[src/hw/tcpu_pkg.sv]
// shared constants for the teaching cpu decode and execute block
package tcpu_pkg;

    // ****************************************************************
    // instruction fields and opcodes
    // ****************************************************************
    localparam int OPC_HI  = 15;
    localparam int OPC_LO  = 12;
    localparam int DST_HI  = 11;
    localparam int DST_LO  = 10;
    localparam int SRA_HI  = 9;
    localparam int SRA_LO  = 8;
    localparam int SRB_HI  = 7;
    localparam int SRB_LO  = 6;
    localparam int AUX_HI  = 5;
    localparam int BYTE_HI = 7;

    localparam logic [3:0] OP_BEQ  = 4'h0;
    localparam logic [3:0] OP_BNE  = 4'h1;
    localparam logic [3:0] OP_BLT  = 4'h2;
    localparam logic [3:0] OP_BGE  = 4'h3;
    localparam logic [3:0] OP_CALL = 4'h4;
    localparam logic [3:0] OP_STOP = 4'h5;
    localparam logic [3:0] OP_ARI  = 4'h6;
    localparam logic [3:0] OP_SFT  = 4'h7;
    localparam logic [3:0] OP_ADDC = 4'h8;
    localparam logic [3:0] OP_ANDC = 4'h9;
    localparam logic [3:0] OP_ORC  = 4'hA;
    localparam logic [3:0] OP_XORC = 4'hB;
    localparam logic [3:0] OP_NONE = 4'hC;
    localparam logic [3:0] OP_LDHI = 4'hD;
    localparam logic [3:0] OP_STO  = 4'hE;
    localparam logic [3:0] OP_LOA  = 4'hF;

    // ****************************************************************
    // alu operation codes (same as the three-register aux field)
    // ****************************************************************
    localparam logic [3:0] ALU_ADD = 4'h0;
    localparam logic [3:0] ALU_SUB = 4'h1;
    localparam logic [3:0] ALU_AND = 4'h4;
    localparam logic [3:0] ALU_OR  = 4'h5;
    localparam logic [3:0] ALU_XOR = 4'h6;
    localparam logic [3:0] ALU_SLL = 4'h8;
    localparam logic [3:0] ALU_SLR = 4'h9;
    localparam logic [3:0] ALU_SAL = 4'hA;
    localparam logic [3:0] ALU_SAR = 4'hB;
    localparam logic [1:0] SFT_BASE = 2'h2;

    // ****************************************************************
    // halt status codes
    // ****************************************************************
    localparam logic [5:0] HALT_OK     = 6'h00;
    localparam logic [5:0] HALT_UNIMPL = 6'h01;
    localparam logic [5:0] HALT_FORMAT = 6'h02;
    localparam logic [5:0] HALT_ODDPC  = 6'h03;
    localparam logic [5:0] HALT_BOUNDS = 6'h04;

    // ****************************************************************
    // register port map and reset values
    // ****************************************************************
    localparam logic [3:0]  REG_CTRL   = 4'h0;
    localparam logic [3:0]  REG_STATUS = 4'h1;
    localparam logic [3:0]  REG_PC     = 4'h2;
    localparam logic [3:0]  REG_INSTR  = 4'h3;
    localparam logic [1:0]  REG_GPR_HI = 2'h1;
    localparam int          CTRL_START = 0;
    localparam int          ST_RUN     = 0;
    localparam int          ST_HALT    = 1;
    localparam int          ST_CODE_LO = 8;
    localparam logic [15:0] PC_RST     = 16'h0000;
    localparam logic [15:0] WORD_RST   = 16'h0000;
    localparam int          MEM_BYTES_DEF = 1024;

endpackage

[src/hw/tcpu_alu_if.sv]
// operand and result bundle between the core and its alu
`timescale 1ns/1ps
interface tcpu_alu_if;
    logic [15:0] a;
    logic [15:0] b;
    logic [3:0]  op;
    logic [15:0] result;
    logic        legal;

    modport core (output a, output b, output op, input result, input legal);
    modport alu  (input a, input b, input op, output result, output legal);
endinterface

[src/hw/tcpu_alu.sv]
// combinational alu: arithmetic, logic and signed-distance shifts
`timescale 1ns/1ps
module tcpu_alu (
    // operands and result
    tcpu_alu_if.alu bus
);
    import tcpu_pkg::*;

    logic        neg_dist;
    logic [15:0] mag;
    logic        go_left;
    logic        arith;
    logic [15:0] fill;
    logic [15:0] sh_res;

    // ****************************************************************
    // shifter
    // ****************************************************************
    // a negative distance flips the direction; beyond 15 only fill remains
    assign neg_dist = bus.b[15];
    assign mag      = neg_dist ? 16'(-bus.b) : bus.b;
    assign go_left  = ~bus.op[0] ^ neg_dist;
    assign arith    = bus.op[1];
    // arithmetic left fills with zeros like logical left
    assign fill     = (arith && !go_left) ? {16{bus.a[15]}} : 16'h0000;
    assign sh_res   = (mag > 16'h000F) ? fill :
                      go_left ? (bus.a << mag[3:0]) :
                      arith   ? 16'($signed(bus.a) >>> mag[3:0]) :
                                (bus.a >> mag[3:0]);

    // ****************************************************************
    // operation select
    // ****************************************************************
    // undefined codes report illegal so the core can halt on them
    always_comb begin
        bus.legal = 1'b1;
        case (bus.op)
            ALU_ADD: bus.result = 16'(bus.a + bus.b);
            ALU_SUB: bus.result = 16'(bus.a - bus.b);
            ALU_AND: bus.result = bus.a & bus.b;
            ALU_OR:  bus.result = bus.a | bus.b;
            ALU_XOR: bus.result = bus.a ^ bus.b;
            ALU_SLL, ALU_SLR, ALU_SAL, ALU_SAR: bus.result = sh_res;
            default: begin
                bus.result = 16'h0000;
                bus.legal  = 1'b0;
            end
        endcase
    end

endmodule // tcpu_alu

[src/hw/tcpu_core.sv]
// decode and execute core of the small 16-bit teaching processor
`timescale 1ns/1ps

// Function
// - opcode is top four instruction bits
// - two-bit fields pick one of four registers
// - opcodes 0-3 compare and branch relatively
// - counter already points past current instruction
// - call swaps counter and register using old values
// - opcode 5 halts with six-bit status
// - automatic halts with codes one to four
// - opcode 6 three-register alu by aux
// - negative distance reverses, large distance fills
// - opcode 7 immediate shift kind by aux
// - immediate distance is low aux plus one
// - opcodes 8-b byte-constant add, and, or, xor
// - opcode c halts as illegal instruction
// - opcode d replaces only upper byte
// - opcodes e-f store and load memory
module tcpu_core #(
    parameter int MEM_BYTES = tcpu_pkg::MEM_BYTES_DEF
) (
    // clock and reset
    input  wire logic        clock,
    input  wire logic        rst_b,
    // register port
    input  wire logic [3:0]  reg_addr,
    input  wire logic [15:0] reg_wdata,
    input  wire logic        reg_wr,
    input  wire logic        reg_rd,
    output logic      [15:0] reg_rdata,
    // word memory port, byte address, read data one cycle after mem_rd
    output logic      [15:0] mem_addr,
    output logic      [15:0] mem_wdata,
    output logic             mem_wr,
    output logic             mem_rd,
    input  wire logic [15:0] mem_rdata,
    // status
    output logic             running,
    output logic             halted,
    output logic      [5:0]  halt_code
);
    import tcpu_pkg::*;

    typedef enum logic [2:0] {
        S_IDLE   = 3'b000,
        S_FETCH  = 3'b001,
        S_ISSUE  = 3'b010,
        S_IWAIT  = 3'b011,
        S_EXEC   = 3'b100,
        S_LISSUE = 3'b101,
        S_LWAIT  = 3'b110
    } tcpu_state_t;

    localparam logic [16:0] MEM_TOP = 17'(MEM_BYTES);

    tcpu_state_t state_reg;
    logic [15:0] pc_reg;
    logic [15:0] ir_reg;
    logic [15:0] gpr_reg [4];
    logic [15:0] reg_rdata_reg;
    logic [15:0] mem_addr_reg;
    logic [15:0] mem_wdata_reg;
    logic        mem_wr_reg;
    logic        mem_rd_reg;
    logic        halted_reg;
    logic [5:0]  halt_code_reg;
    logic        running_reg;

    tcpu_alu_if alu_bus ();

    // ****************************************************************
    // field decode
    // ****************************************************************
    logic [3:0]  opc;
    logic [1:0]  dst;
    logic [1:0]  sra;
    logic [1:0]  srb;
    logic [5:0]  aux;
    logic [15:0] sbyte;
    logic [15:0] vd;
    logic [15:0] va;
    logic [15:0] vb;
    assign opc   = ir_reg[OPC_HI:OPC_LO];
    assign dst   = ir_reg[DST_HI:DST_LO];
    assign sra   = ir_reg[SRA_HI:SRA_LO];
    assign srb   = ir_reg[SRB_HI:SRB_LO];
    assign aux   = ir_reg[AUX_HI:0];
    assign sbyte = {{8{ir_reg[BYTE_HI]}}, ir_reg[BYTE_HI:0]};
    // register zero is never written, so it always reads zero
    assign vd    = gpr_reg[dst];
    assign va    = gpr_reg[sra];
    assign vb    = gpr_reg[srb];

    // ****************************************************************
    // alu operand routing
    // ****************************************************************
    logic [1:0] cop;
    assign cop = opc[1:0];
    assign alu_bus.a  = va;
    assign alu_bus.b  = (opc == OP_ARI) ? vb :
                        (opc == OP_SFT) ? 16'({12'h000, aux[3:0]} + 16'h0001) :
                        sbyte;
    assign alu_bus.op = (opc == OP_ARI) ? aux[3:0] :
                        (opc == OP_SFT) ? {SFT_BASE, aux[5:4]} :
                        (cop == 2'h0) ? ALU_ADD :
                        (cop == 2'h1) ? ALU_AND :
                        (cop == 2'h2) ? ALU_OR : ALU_XOR;

    tcpu_alu u_alu (
        .bus (alu_bus.alu)
    );

    // ****************************************************************
    // branch, address and fault decode
    // ****************************************************************
    logic        take;
    logic [15:0] ea;
    logic        ea_oob;
    logic        pc_oob;
    logic        fmt_bad;
    logic        unimpl;
    assign take    = (opc == OP_BEQ) ? (vd == va) :
                     (opc == OP_BNE) ? (vd != va) :
                     (opc == OP_BLT) ? ($signed(vd) <  $signed(va)) :
                                       ($signed(vd) >= $signed(va));
    assign ea      = 16'(va + sbyte);
    // both bytes of the word must lie inside memory
    assign ea_oob  = (17'(ea) + 17'h00001) >= MEM_TOP;
    assign pc_oob  = (17'(pc_reg) + 17'h00001) >= MEM_TOP;
    // the device still checks the zero fields software must keep
    assign fmt_bad = ((opc == OP_CALL) && (ir_reg[BYTE_HI:0] != 8'h00)) ||
                     ((opc == OP_STOP) && (ir_reg[DST_HI:SRB_LO] != 6'h00)) ||
                     ((opc == OP_SFT)  && (srb != 2'h0)) ||
                     ((opc == OP_ARI)  && (aux[5:4] != 2'h0)) ||
                     ((opc == OP_LDHI) && (sra != 2'h0));
    assign unimpl  = (opc == OP_NONE) ||
                     ((opc == OP_ARI) && !alu_bus.legal);

    // ****************************************************************
    // register write-back
    // ****************************************************************
    logic        ex_ok;
    logic        wb_en;
    logic [15:0] wb_data;
    assign ex_ok   = (state_reg == S_EXEC) && !fmt_bad && !unimpl;
    assign wb_en   = (ex_ok && (opc == OP_CALL || opc == OP_ARI || opc == OP_SFT ||
                                (opc >= OP_ADDC && opc <= OP_XORC) || opc == OP_LDHI)) ||
                     (state_reg == S_LWAIT);
    assign wb_data = (state_reg == S_LWAIT) ? mem_rdata :
                     (opc == OP_CALL) ? pc_reg :
                     (opc == OP_LDHI) ? {ir_reg[BYTE_HI:0], vd[7:0]} :
                     alu_bus.result;

    // ****************************************************************
    // software register port decode
    // ****************************************************************
    logic stopped;
    logic hit_gpr;
    logic wr_start;
    assign stopped  = (state_reg == S_IDLE);
    assign hit_gpr  = (reg_addr[3:2] == REG_GPR_HI);
    assign wr_start = reg_wr && stopped && (reg_addr == REG_CTRL) && reg_wdata[CTRL_START];

    logic [15:0] rd_mux;
    assign rd_mux = (reg_addr == REG_CTRL)   ? WORD_RST :
                    (reg_addr == REG_STATUS) ? {2'h0, halt_code_reg, 6'h00, halted_reg, !stopped} :
                    (reg_addr == REG_PC)     ? pc_reg :
                    (reg_addr == REG_INSTR)  ? ir_reg :
                    hit_gpr                  ? gpr_reg[reg_addr[1:0]] :
                                               WORD_RST;

    // read data stand only in the cycle after the strobe
    always_ff @(posedge clock or negedge rst_b) begin
        if (!rst_b) begin
            reg_rdata_reg <= WORD_RST;
        end else begin
            reg_rdata_reg <= reg_rd ? rd_mux : WORD_RST;
        end
    end

    // general registers: core write-back, or software while stopped
    always_ff @(posedge clock or negedge rst_b) begin
        if (!rst_b) begin
            for (int i = 0; i < 4; i++) begin
                gpr_reg[i] <= WORD_RST;
            end
        end else if (wb_en && ((state_reg == S_LWAIT ? ir_reg[DST_HI:DST_LO] : dst) != 2'h0)) begin
            gpr_reg[dst] <= wb_data;
        end else if (reg_wr && stopped && hit_gpr && (reg_addr[1:0] != 2'h0)) begin
            gpr_reg[reg_addr[1:0]] <= reg_wdata;
        end
    end

    // ****************************************************************
    // sequencer
    // ****************************************************************
    // one memory access at a time; strobes are single-cycle pulses
    always_ff @(posedge clock or negedge rst_b) begin
        if (!rst_b) begin
            state_reg     <= S_IDLE;
            pc_reg        <= PC_RST;
            ir_reg        <= WORD_RST;
            mem_addr_reg  <= WORD_RST;
            mem_wdata_reg <= WORD_RST;
            mem_wr_reg    <= 1'b0;
            mem_rd_reg    <= 1'b0;
            halted_reg    <= 1'b0;
            halt_code_reg <= HALT_OK;
        end else begin
            mem_wr_reg <= 1'b0;
            mem_rd_reg <= 1'b0;
            case (state_reg)
                S_IDLE: begin
                    if (reg_wr && reg_addr == REG_PC) begin
                        pc_reg <= reg_wdata;
                    end
                    if (wr_start) begin
                        halted_reg <= 1'b0;
                        state_reg  <= S_FETCH;
                    end
                end
                S_FETCH: begin
                    if (pc_reg[0]) begin
                        halted_reg    <= 1'b1;
                        halt_code_reg <= HALT_ODDPC;
                        state_reg     <= S_IDLE;
                    end else if (pc_oob) begin
                        halted_reg    <= 1'b1;
                        halt_code_reg <= HALT_BOUNDS;
                        state_reg     <= S_IDLE;
                    end else begin
                        mem_addr_reg <= pc_reg;
                        mem_rd_reg   <= 1'b1;
                        state_reg    <= S_ISSUE;
                    end
                end
                S_ISSUE: begin
                    state_reg <= S_IWAIT;
                end
                S_IWAIT: begin
                    ir_reg    <= mem_rdata;
                    pc_reg    <= 16'(pc_reg + 16'h0002);
                    state_reg <= S_EXEC;
                end
                S_EXEC: begin
                    state_reg <= S_FETCH;
                    if (unimpl) begin
                        halted_reg    <= 1'b1;
                        halt_code_reg <= HALT_UNIMPL;
                        state_reg     <= S_IDLE;
                    end else if (fmt_bad) begin
                        halted_reg    <= 1'b1;
                        halt_code_reg <= HALT_FORMAT;
                        state_reg     <= S_IDLE;
                    end else if (opc <= OP_BGE) begin
                        // odd targets are caught at the next fetch
                        if (take) begin
                            pc_reg <= 16'(pc_reg + sbyte);
                        end
                    end else if (opc == OP_CALL) begin
                        pc_reg <= va;
                    end else if (opc == OP_STOP) begin
                        halted_reg    <= 1'b1;
                        halt_code_reg <= aux;
                        state_reg     <= S_IDLE;
                    end else if (opc == OP_STO || opc == OP_LOA) begin
                        if (ea_oob) begin
                            halted_reg    <= 1'b1;
                            halt_code_reg <= HALT_BOUNDS;
                            state_reg     <= S_IDLE;
                        end else begin
                            mem_addr_reg  <= ea;
                            mem_wdata_reg <= vd;
                            mem_wr_reg    <= (opc == OP_STO);
                            mem_rd_reg    <= (opc == OP_LOA);
                            state_reg     <= (opc == OP_LOA) ? S_LISSUE : S_FETCH;
                        end
                    end
                end
                S_LISSUE: begin
                    state_reg <= S_LWAIT;
                end
                S_LWAIT: begin
                    state_reg <= S_FETCH;
                end
                default: begin
                    state_reg <= S_IDLE;
                end
            endcase
        end
    end

    // ****************************************************************
    // run flag
    // ****************************************************************
    // a flop rather than a state decode, so the pin cannot glitch
    logic to_idle;
    assign to_idle = ((state_reg == S_FETCH) && (pc_reg[0] || pc_oob)) ||
                     ((state_reg == S_EXEC) && (unimpl || fmt_bad || (opc == OP_STOP) ||
                                               (((opc == OP_STO) || (opc == OP_LOA)) && ea_oob)));
    always_ff @(posedge clock or negedge rst_b) begin
        if (!rst_b) begin
            running_reg <= 1'b0;
        end else begin
            running_reg <= stopped ? wr_start : !to_idle;
        end
    end

    // ****************************************************************
    // outputs
    // ****************************************************************
    assign reg_rdata = reg_rdata_reg;
    assign mem_addr  = mem_addr_reg;
    assign mem_wdata = mem_wdata_reg;
    assign mem_wr    = mem_wr_reg;
    assign mem_rd    = mem_rd_reg;
    assign running   = running_reg;
    assign halted    = halted_reg;
    assign halt_code = halt_code_reg;

endmodule // tcpu_core

[config.mk]
export PLATFORM = sky130hd
export DESIGN_NAME = tcpu_core
export DESIGN_NICKNAME = d
export VERILOG_FILES = /design/src/hw/tcpu_pkg.sv /design/src/hw/tcpu_alu_if.sv /design/src/hw/tcpu_alu.sv /design/src/hw/tcpu_core.sv
export SDC_FILE = /design/constraint.sdc
export NUM_CORES = 1
export LEC_CHECK = 0
export BUFFER_PORTS_ARGS = -buffer_cell sky130_fd_sc_hd__buf_2
export CAP_MARGIN = 10
export CORE_MARGIN = 8
export CORE_UTILIZATION = 55
export CTS_CLUSTER_DIAMETER = 100
export DETAILED_ROUTE_END_ITERATION = 10
export PLACE_DENSITY = 0.73
export SYNTH_ARGS = -nofsm -noshare
export SYNTH_HDL_FRONTEND = slang
export SYNTH_SLANG_ARGS = --single-unit
[constraint.sdc]
create_clock -name clock -period 6.8 [get_ports clock]
set_clock_uncertainty 0.05 [all_clocks]
set_input_delay 1.36 -clock clock [delete_from_list [all_inputs] [get_ports clock]]
set_output_delay 1.36 -clock clock [all_outputs]
set_load 0.01 [all_outputs]
# Word level (Yosys, flattened, before mapping)
# Index checks and enable logic that the tools add are counted.
# word_totals
mem_count	0
word_cells	289
latchBits	0
mem_bits_ro	0
out_inout_bits	58
mem_bits_rw	0
reg_bits	157
# classes
order_cmp	14
shift	3
mux	115
reduce_logical	68
div	0
multipliers	0
add_sub_neg	9
eq_ne	50
bitwise_logic	15
# ops
operator	count
two-way mux 16 bit	41
binary-select mux 16 bit (select 2 bit)	4
bitwise mux 64 bit	2
two-way mux 64 bit	2
case mux 16 bit (6 select lines)	1
demux 16 bit (select 2 bit)	2
two-way mux 6 bit	9
adder 16 bit	3
case mux 16 bit (3 select lines)	1
adder 16 x 1 -> 17 bit, second input constant	2
>= comparator 17 x 11 -> 1 bit, second input constant	2
== test 4 bit, second input constant	8
two-way mux 1 bit	32
case mux 16 bit (2 select lines)	1
two-way mux 3 bit	10
== test 4 x 3 -> 1 bit, second input constant	7
logical AND 1 bit	23
case mux 3 bit (7 select lines)	1
inequality test 2 bit, second input constant	9
adder 16 x 2 -> 16 bit, second input constant	1
bitwise AND 16 bit	1
== test 16 bit	1
>= comparator 16 bit	1
> comparator 16 x 4 -> 1 bit, second input constant	1
other kinds (49)	109

# Logic depth before layout (Yosys ltp)
# logic_depth
depth_word	19
depth_mapped	24
depth_no_buf	22

# Modules after synthesis
# Synthesis repeated with hierarchy kept, for this count alone.
# unflattened
hier_cells	1768
area_unflattened_um2	15506.1
# modules_own_cells
module	cells_each	n_inst	area_per_inst_um2	seq_area_each_um2
tcpu_core	1242	1	11741.3	3928.8
tcpu_alu	526	1	3764.9	0.0

# Worst setup path after synthesis
# No wires, ideal clock.
# synth_timing
path_type	register -> register
from	reg ir_reg[8]
to	reg mem_addr_reg[9] (netlist: mem_addr[9])
path_slack_ns	1.323
arrival_time_ns	5.302
stages_incl_launch_ff	19
t_required_ns	6.625
period_less_slack_ns	5.477
setup_time_ns	0.125
n_path_buf	3
path_cell_list	dfrtp_1 > clkbuf_1 > buf_2 > mux4_2 > ha_1 > fa_1 > a21o_1 > a21oi_1 > o21bai_1 > a2111oi_0 > o31ai_1 > a31oi_1 > mux2i_1 > nor4b_1 > and3b_1 > nand2_1 > a21oi_1 > buf_2 > mux2_2
# synth_between
elab_chain_cells	13
# synth_lines
element	line_no	text
start, declared	tcpu_core.sv:59	logic [15:0] ir_reg;
start signal, assigned	tcpu_core.sv:242	ir_reg <= mem_rdata;
branches (longest 13 deep; another with adder 16 x 1 -> 17 bit)	n/a	
end signal, assigned	tcpu_core.sv:233	mem_addr_reg <= pc_reg;
end, declared	tcpu_core.sv:62	logic [15:0] mem_addr_reg;
# Several ways; the timed one is not identified. The select of a mux whose other input is x is not followed.
# A chain may end at the register's enable or synchronous reset.

# Final worst setup path
# layout_timing
from	reg ir_reg[7]
to	reg gpr_reg[28] (netlist bit)
# layout_between
elab_chain_cells	17
# layout_lines
element	line_no	text
branches (longest 17 deep; another with negation 16 bit)	n/a	
end signal, assigned by index	tcpu_core.sv:189	gpr_reg[dst] <= wb_data;
end signal, assigned by index	tcpu_core.sv:191	gpr_reg[reg_addr[1:0]] <= reg_wdata;
end, declared	tcpu_core.sv:60	logic [15:0] gpr_reg [4];
# Several ways; the timed one is not identified. The select of a mux whose other input is x is not followed.

==> run metrics <==
status finished, final reports clean; largest net degree at the start of global routing 95; FF+latch area 3930 sq um; worst slew pin tran 1250 ps; H-tree depth 4; Core Area 27900 sq um; fraction of registers with async set/reset 1.00; MaxCap Viol Count 0; ys flop type dfrtp_1; Hold Startpoint gpr_reg[63]$_DFFE_PN0P_; Num CTS Buffers 17; critical path's slowest cell dfrtp_1; Final Critical Period 6110 ps; crit path cell chain buf_12 -> mux4_2 -> a211oi_4 -> inv_2 -> or3_4 -> nor3_4 -> nor2_1 -> xnor2_1 -> ha_1 -> a21o_1 -> a41o_1 -> a31o_2 -> xor2_1 -> a21o_1 -> a211oi_1 -> a2bb2o_4 -> o31a_1 -> o21ai_1; vias per cell 7.32; grt peak-use layer met2; Post-CTS Setup Repair Bufs 0; Worst Path Buf+Inv 2; grt total ovfl 0; Core Util, Final 0.611; Pre-antenna DRT Iters 10; diode count 0; first-pass GRT wire length 101000 microns; grt met2 use 0.568; final period utilization 0.899; CTS clk-pin slew, worst paths 70 ps; Setup crit end kind register; Final Hold Fails 0; post-cts resize count 0; antenna violations before repair 0; hold_buf cts 0; Area Overhead vs Synth 8.94%; Die Ht 185 microns; RSZ-0062 raised after global routing false; Syn Inst Count 1847; CTS Buffer Depth 2; Synth Register Bits 157; Nets 2011; Max Slew Vio Count 0; CP most frequent cell a21o_1; CP Data Required Time 7080 ps; drt drc 0; CTS root buf clkbuf_16; critical path class reg2reg; CTS sink count 157; Final ANT Viol Nets 0; fillcell total 2479; Die Area 34000 sq um; Synth warnings 0; sequential fraction of the synthesis area 0.252; DR iter-0 viols 2653; # rows 61; Syn Area/Cell 8.46 sq um; fmax 164 MHz; Worst slew margin 0.162; number of flip-flops in the largest register 64; Reg2Reg Capture Point gpr_reg[28]$_DFFE_PN0P_; startpoint types register; footprint of the multi-input gates 10900 sq um; Mapped Area 15600 sq um; WL/cell 30.3 microns; Initial Util 0.561; EDFF count, synth 0; max incr delay on CP 720 ps; Port Buffer Count 97; total track usage 0.399; Clk Latency, worst-skew pair 450 ps; Distinct cells, synth 95; critical-path maximum fanout 30; met3 GRT Util 0.124; r2r setup slk 690 ps; Global Route met1 Usage 0.507; num ports 98; worst hold path class reg2reg; final setup fails 0; share of layout cells above drive strength 1 0.165; syn_nets 1989; vias in the first global route 15550; Worst path top cell family by delay compound AO/OA/AOI/OAI gates; Hold EP gpr_reg[63]$_DFFE_PN0P_; gpl congestion 1.04; CP arrival 6390 ps; HPWL Detailed 50100 microns; CTS tree yes; vias 16539; Hold Crit Depth 0; Worst R2R Start ir_reg[7]$_DFFE_PN0P_; R2R depth 18; setup TNS 0 ps; final wirelength 68600 microns; Die Width 185 microns
==> synthesized netlist by cell type, types with 10 or more instances <==
cell | instances | area [sq um]
and2_1 | 11 | 68.8
or3_1 | 21 | 131
a222oi_1 | 13 | 130
nand3_1 | 54 | 270
dfrtp_1 | 157 | 3930
nand4_1 | 10 | 62.6
o211ai_1 | 14 | 105
nor2b_1 | 25 | 156
o21ai_0 | 146 | 731
ha_1 | 99 | 1240
xnor2_1 | 45 | 394
and3_1 | 17 | 106
inv_1 | 71 | 267
a21o_1 | 20 | 150
mux2_2 | 27 | 304
nand2b_1 | 14 | 87.6
buf_2 | 16 | 80.1
a21oi_1 | 134 | 671
o22ai_1 | 32 | 200
buf_1 | 12 | 45.0
o31ai_1 | 19 | 143
a22o_1 | 14 | 123
a211oi_1 | 18 | 135
mux4_2 | 65 | 1460
nor3_1 | 69 | 345
nand2_1 | 166 | 623
clkbuf_1 | 111 | 417
a22oi_1 | 32 | 240
o21a_1 | 17 | 128
a221oi_1 | 27 | 236
nor2_1 | 136 | 510
xor2_1 | 18 | 158
a31oi_1 | 22 | 138
mux2i_1 | 32 | 320
o211a_1 | 10 | 100
==> final cells by class <==
| class | count | share of cell area |
|---|---|---|
| multi-input combinational | 1474 | 0.639 |
| sequential | 157 | 0.231 |
| timing repair buffer | 146 | 0.0513 |
| tap | 378 | 0.0278 |
| clock buffer | 18 | 0.0258 |
| inverter | 73 | 0.0161 |
| clock inverter | 14 | 0.00919 |
==> kinds of logic (layout without fill, tap and decap cells) <==
group | count (synthesis) | after routing | synth area share
flip-flops | 157 | 157 | 0.252
XOR/XNOR | 63 | 63 | 0.0353
multiplexers | 124 | 124 | 0.134
AO/OA/AOI/OAI | 627 | 627 | 0.271
adder cells (fa/ha/maj) | 102 | 102 | 0.0831
buffers and inverters | 216 | 251 | 0.0549
AND/OR/NAND/NOR | 558 | 558 | 0.170
==> metrics by stage <==
stage / std cells / area, sq um / hold slack [ps] / setup WS (ps)
after floorplan: 1847 / 15600 / 424 / 1320
after global placement: 2228 / 16400 / 370 / 894
after detailed placement: 2228 / 16400 / 379 / 903
after CTS: 2260 / 17000 / 393 / 843
after global routing: 2260 / 17000 / 418 / 446
final: 2260 / 17000 / 394 / 689
==> how the worst max path moves through the flow <==
stage	start	endpoint	slack, ps	cells past startpoint
after detailed placement	ir_reg[8]$_DFFE_PN0P_	halt_code[0]$_DFFE_PN0P_	900	15
after floorplan	ir_reg[8]$_DFFE_PN0P_	mem_addr[9]$_DFFE_PN0P_	1320	18
after CTS	ir_reg[8]$_DFFE_PN0P_	halt_code[2]$_DFFE_PN0P_	840	15
after global placement	ir_reg[7]$_DFFE_PN0P_	gpr_reg[28]$_DFFE_PN0P_	890	18
after global routing	ir_reg[13]$_DFFE_PN0P_	gpr_reg[28]$_DFFE_PN0P_	450	20
final	ir_reg[7]$_DFFE_PN0P_	gpr_reg[28]$_DFFE_PN0P_	690	18
==> cell usage in the layout (no fill, tap or decap), types with 18 or more instances in the layout <==
| cell | n |
|---|---|
| xor2_1 | 18 |
| a21o_1 | 20 |
| nor2b_1 | 24 |
| o22ai_1 | 32 |
| inv_1 | 71 |
| nand3_1 | 54 |
| nor3_1 | 68 |
| o31ai_1 | 19 |
| xnor2_1 | 45 |
| o21ai_0 | 146 |
| a22oi_1 | 32 |
| a31oi_1 | 21 |
| mux2i_1 | 32 |
| dfrtp_1 | 157 |
| mux4_2 | 65 |
| buf_4 | 48 |
| nor2_1 | 136 |
| nand2_1 | 166 |
| a221oi_1 | 27 |
| buf_2 | 96 |
| ha_1 | 99 |
| or3_1 | 21 |
| a21oi_1 | 133 |
| mux2_2 | 27 |
| a211oi_1 | 18 |
==> metal layers <==
layer  vias up  wire length, microns
met4         0                  5760
met1      7888                 25600
li1       7044                     -
met2      1328                 28000
met3       279                  9210
met5         -                     0
Power is not shown: default switching activity piles up to over one toggle a cycle in this logic, so the estimate is an artifact.
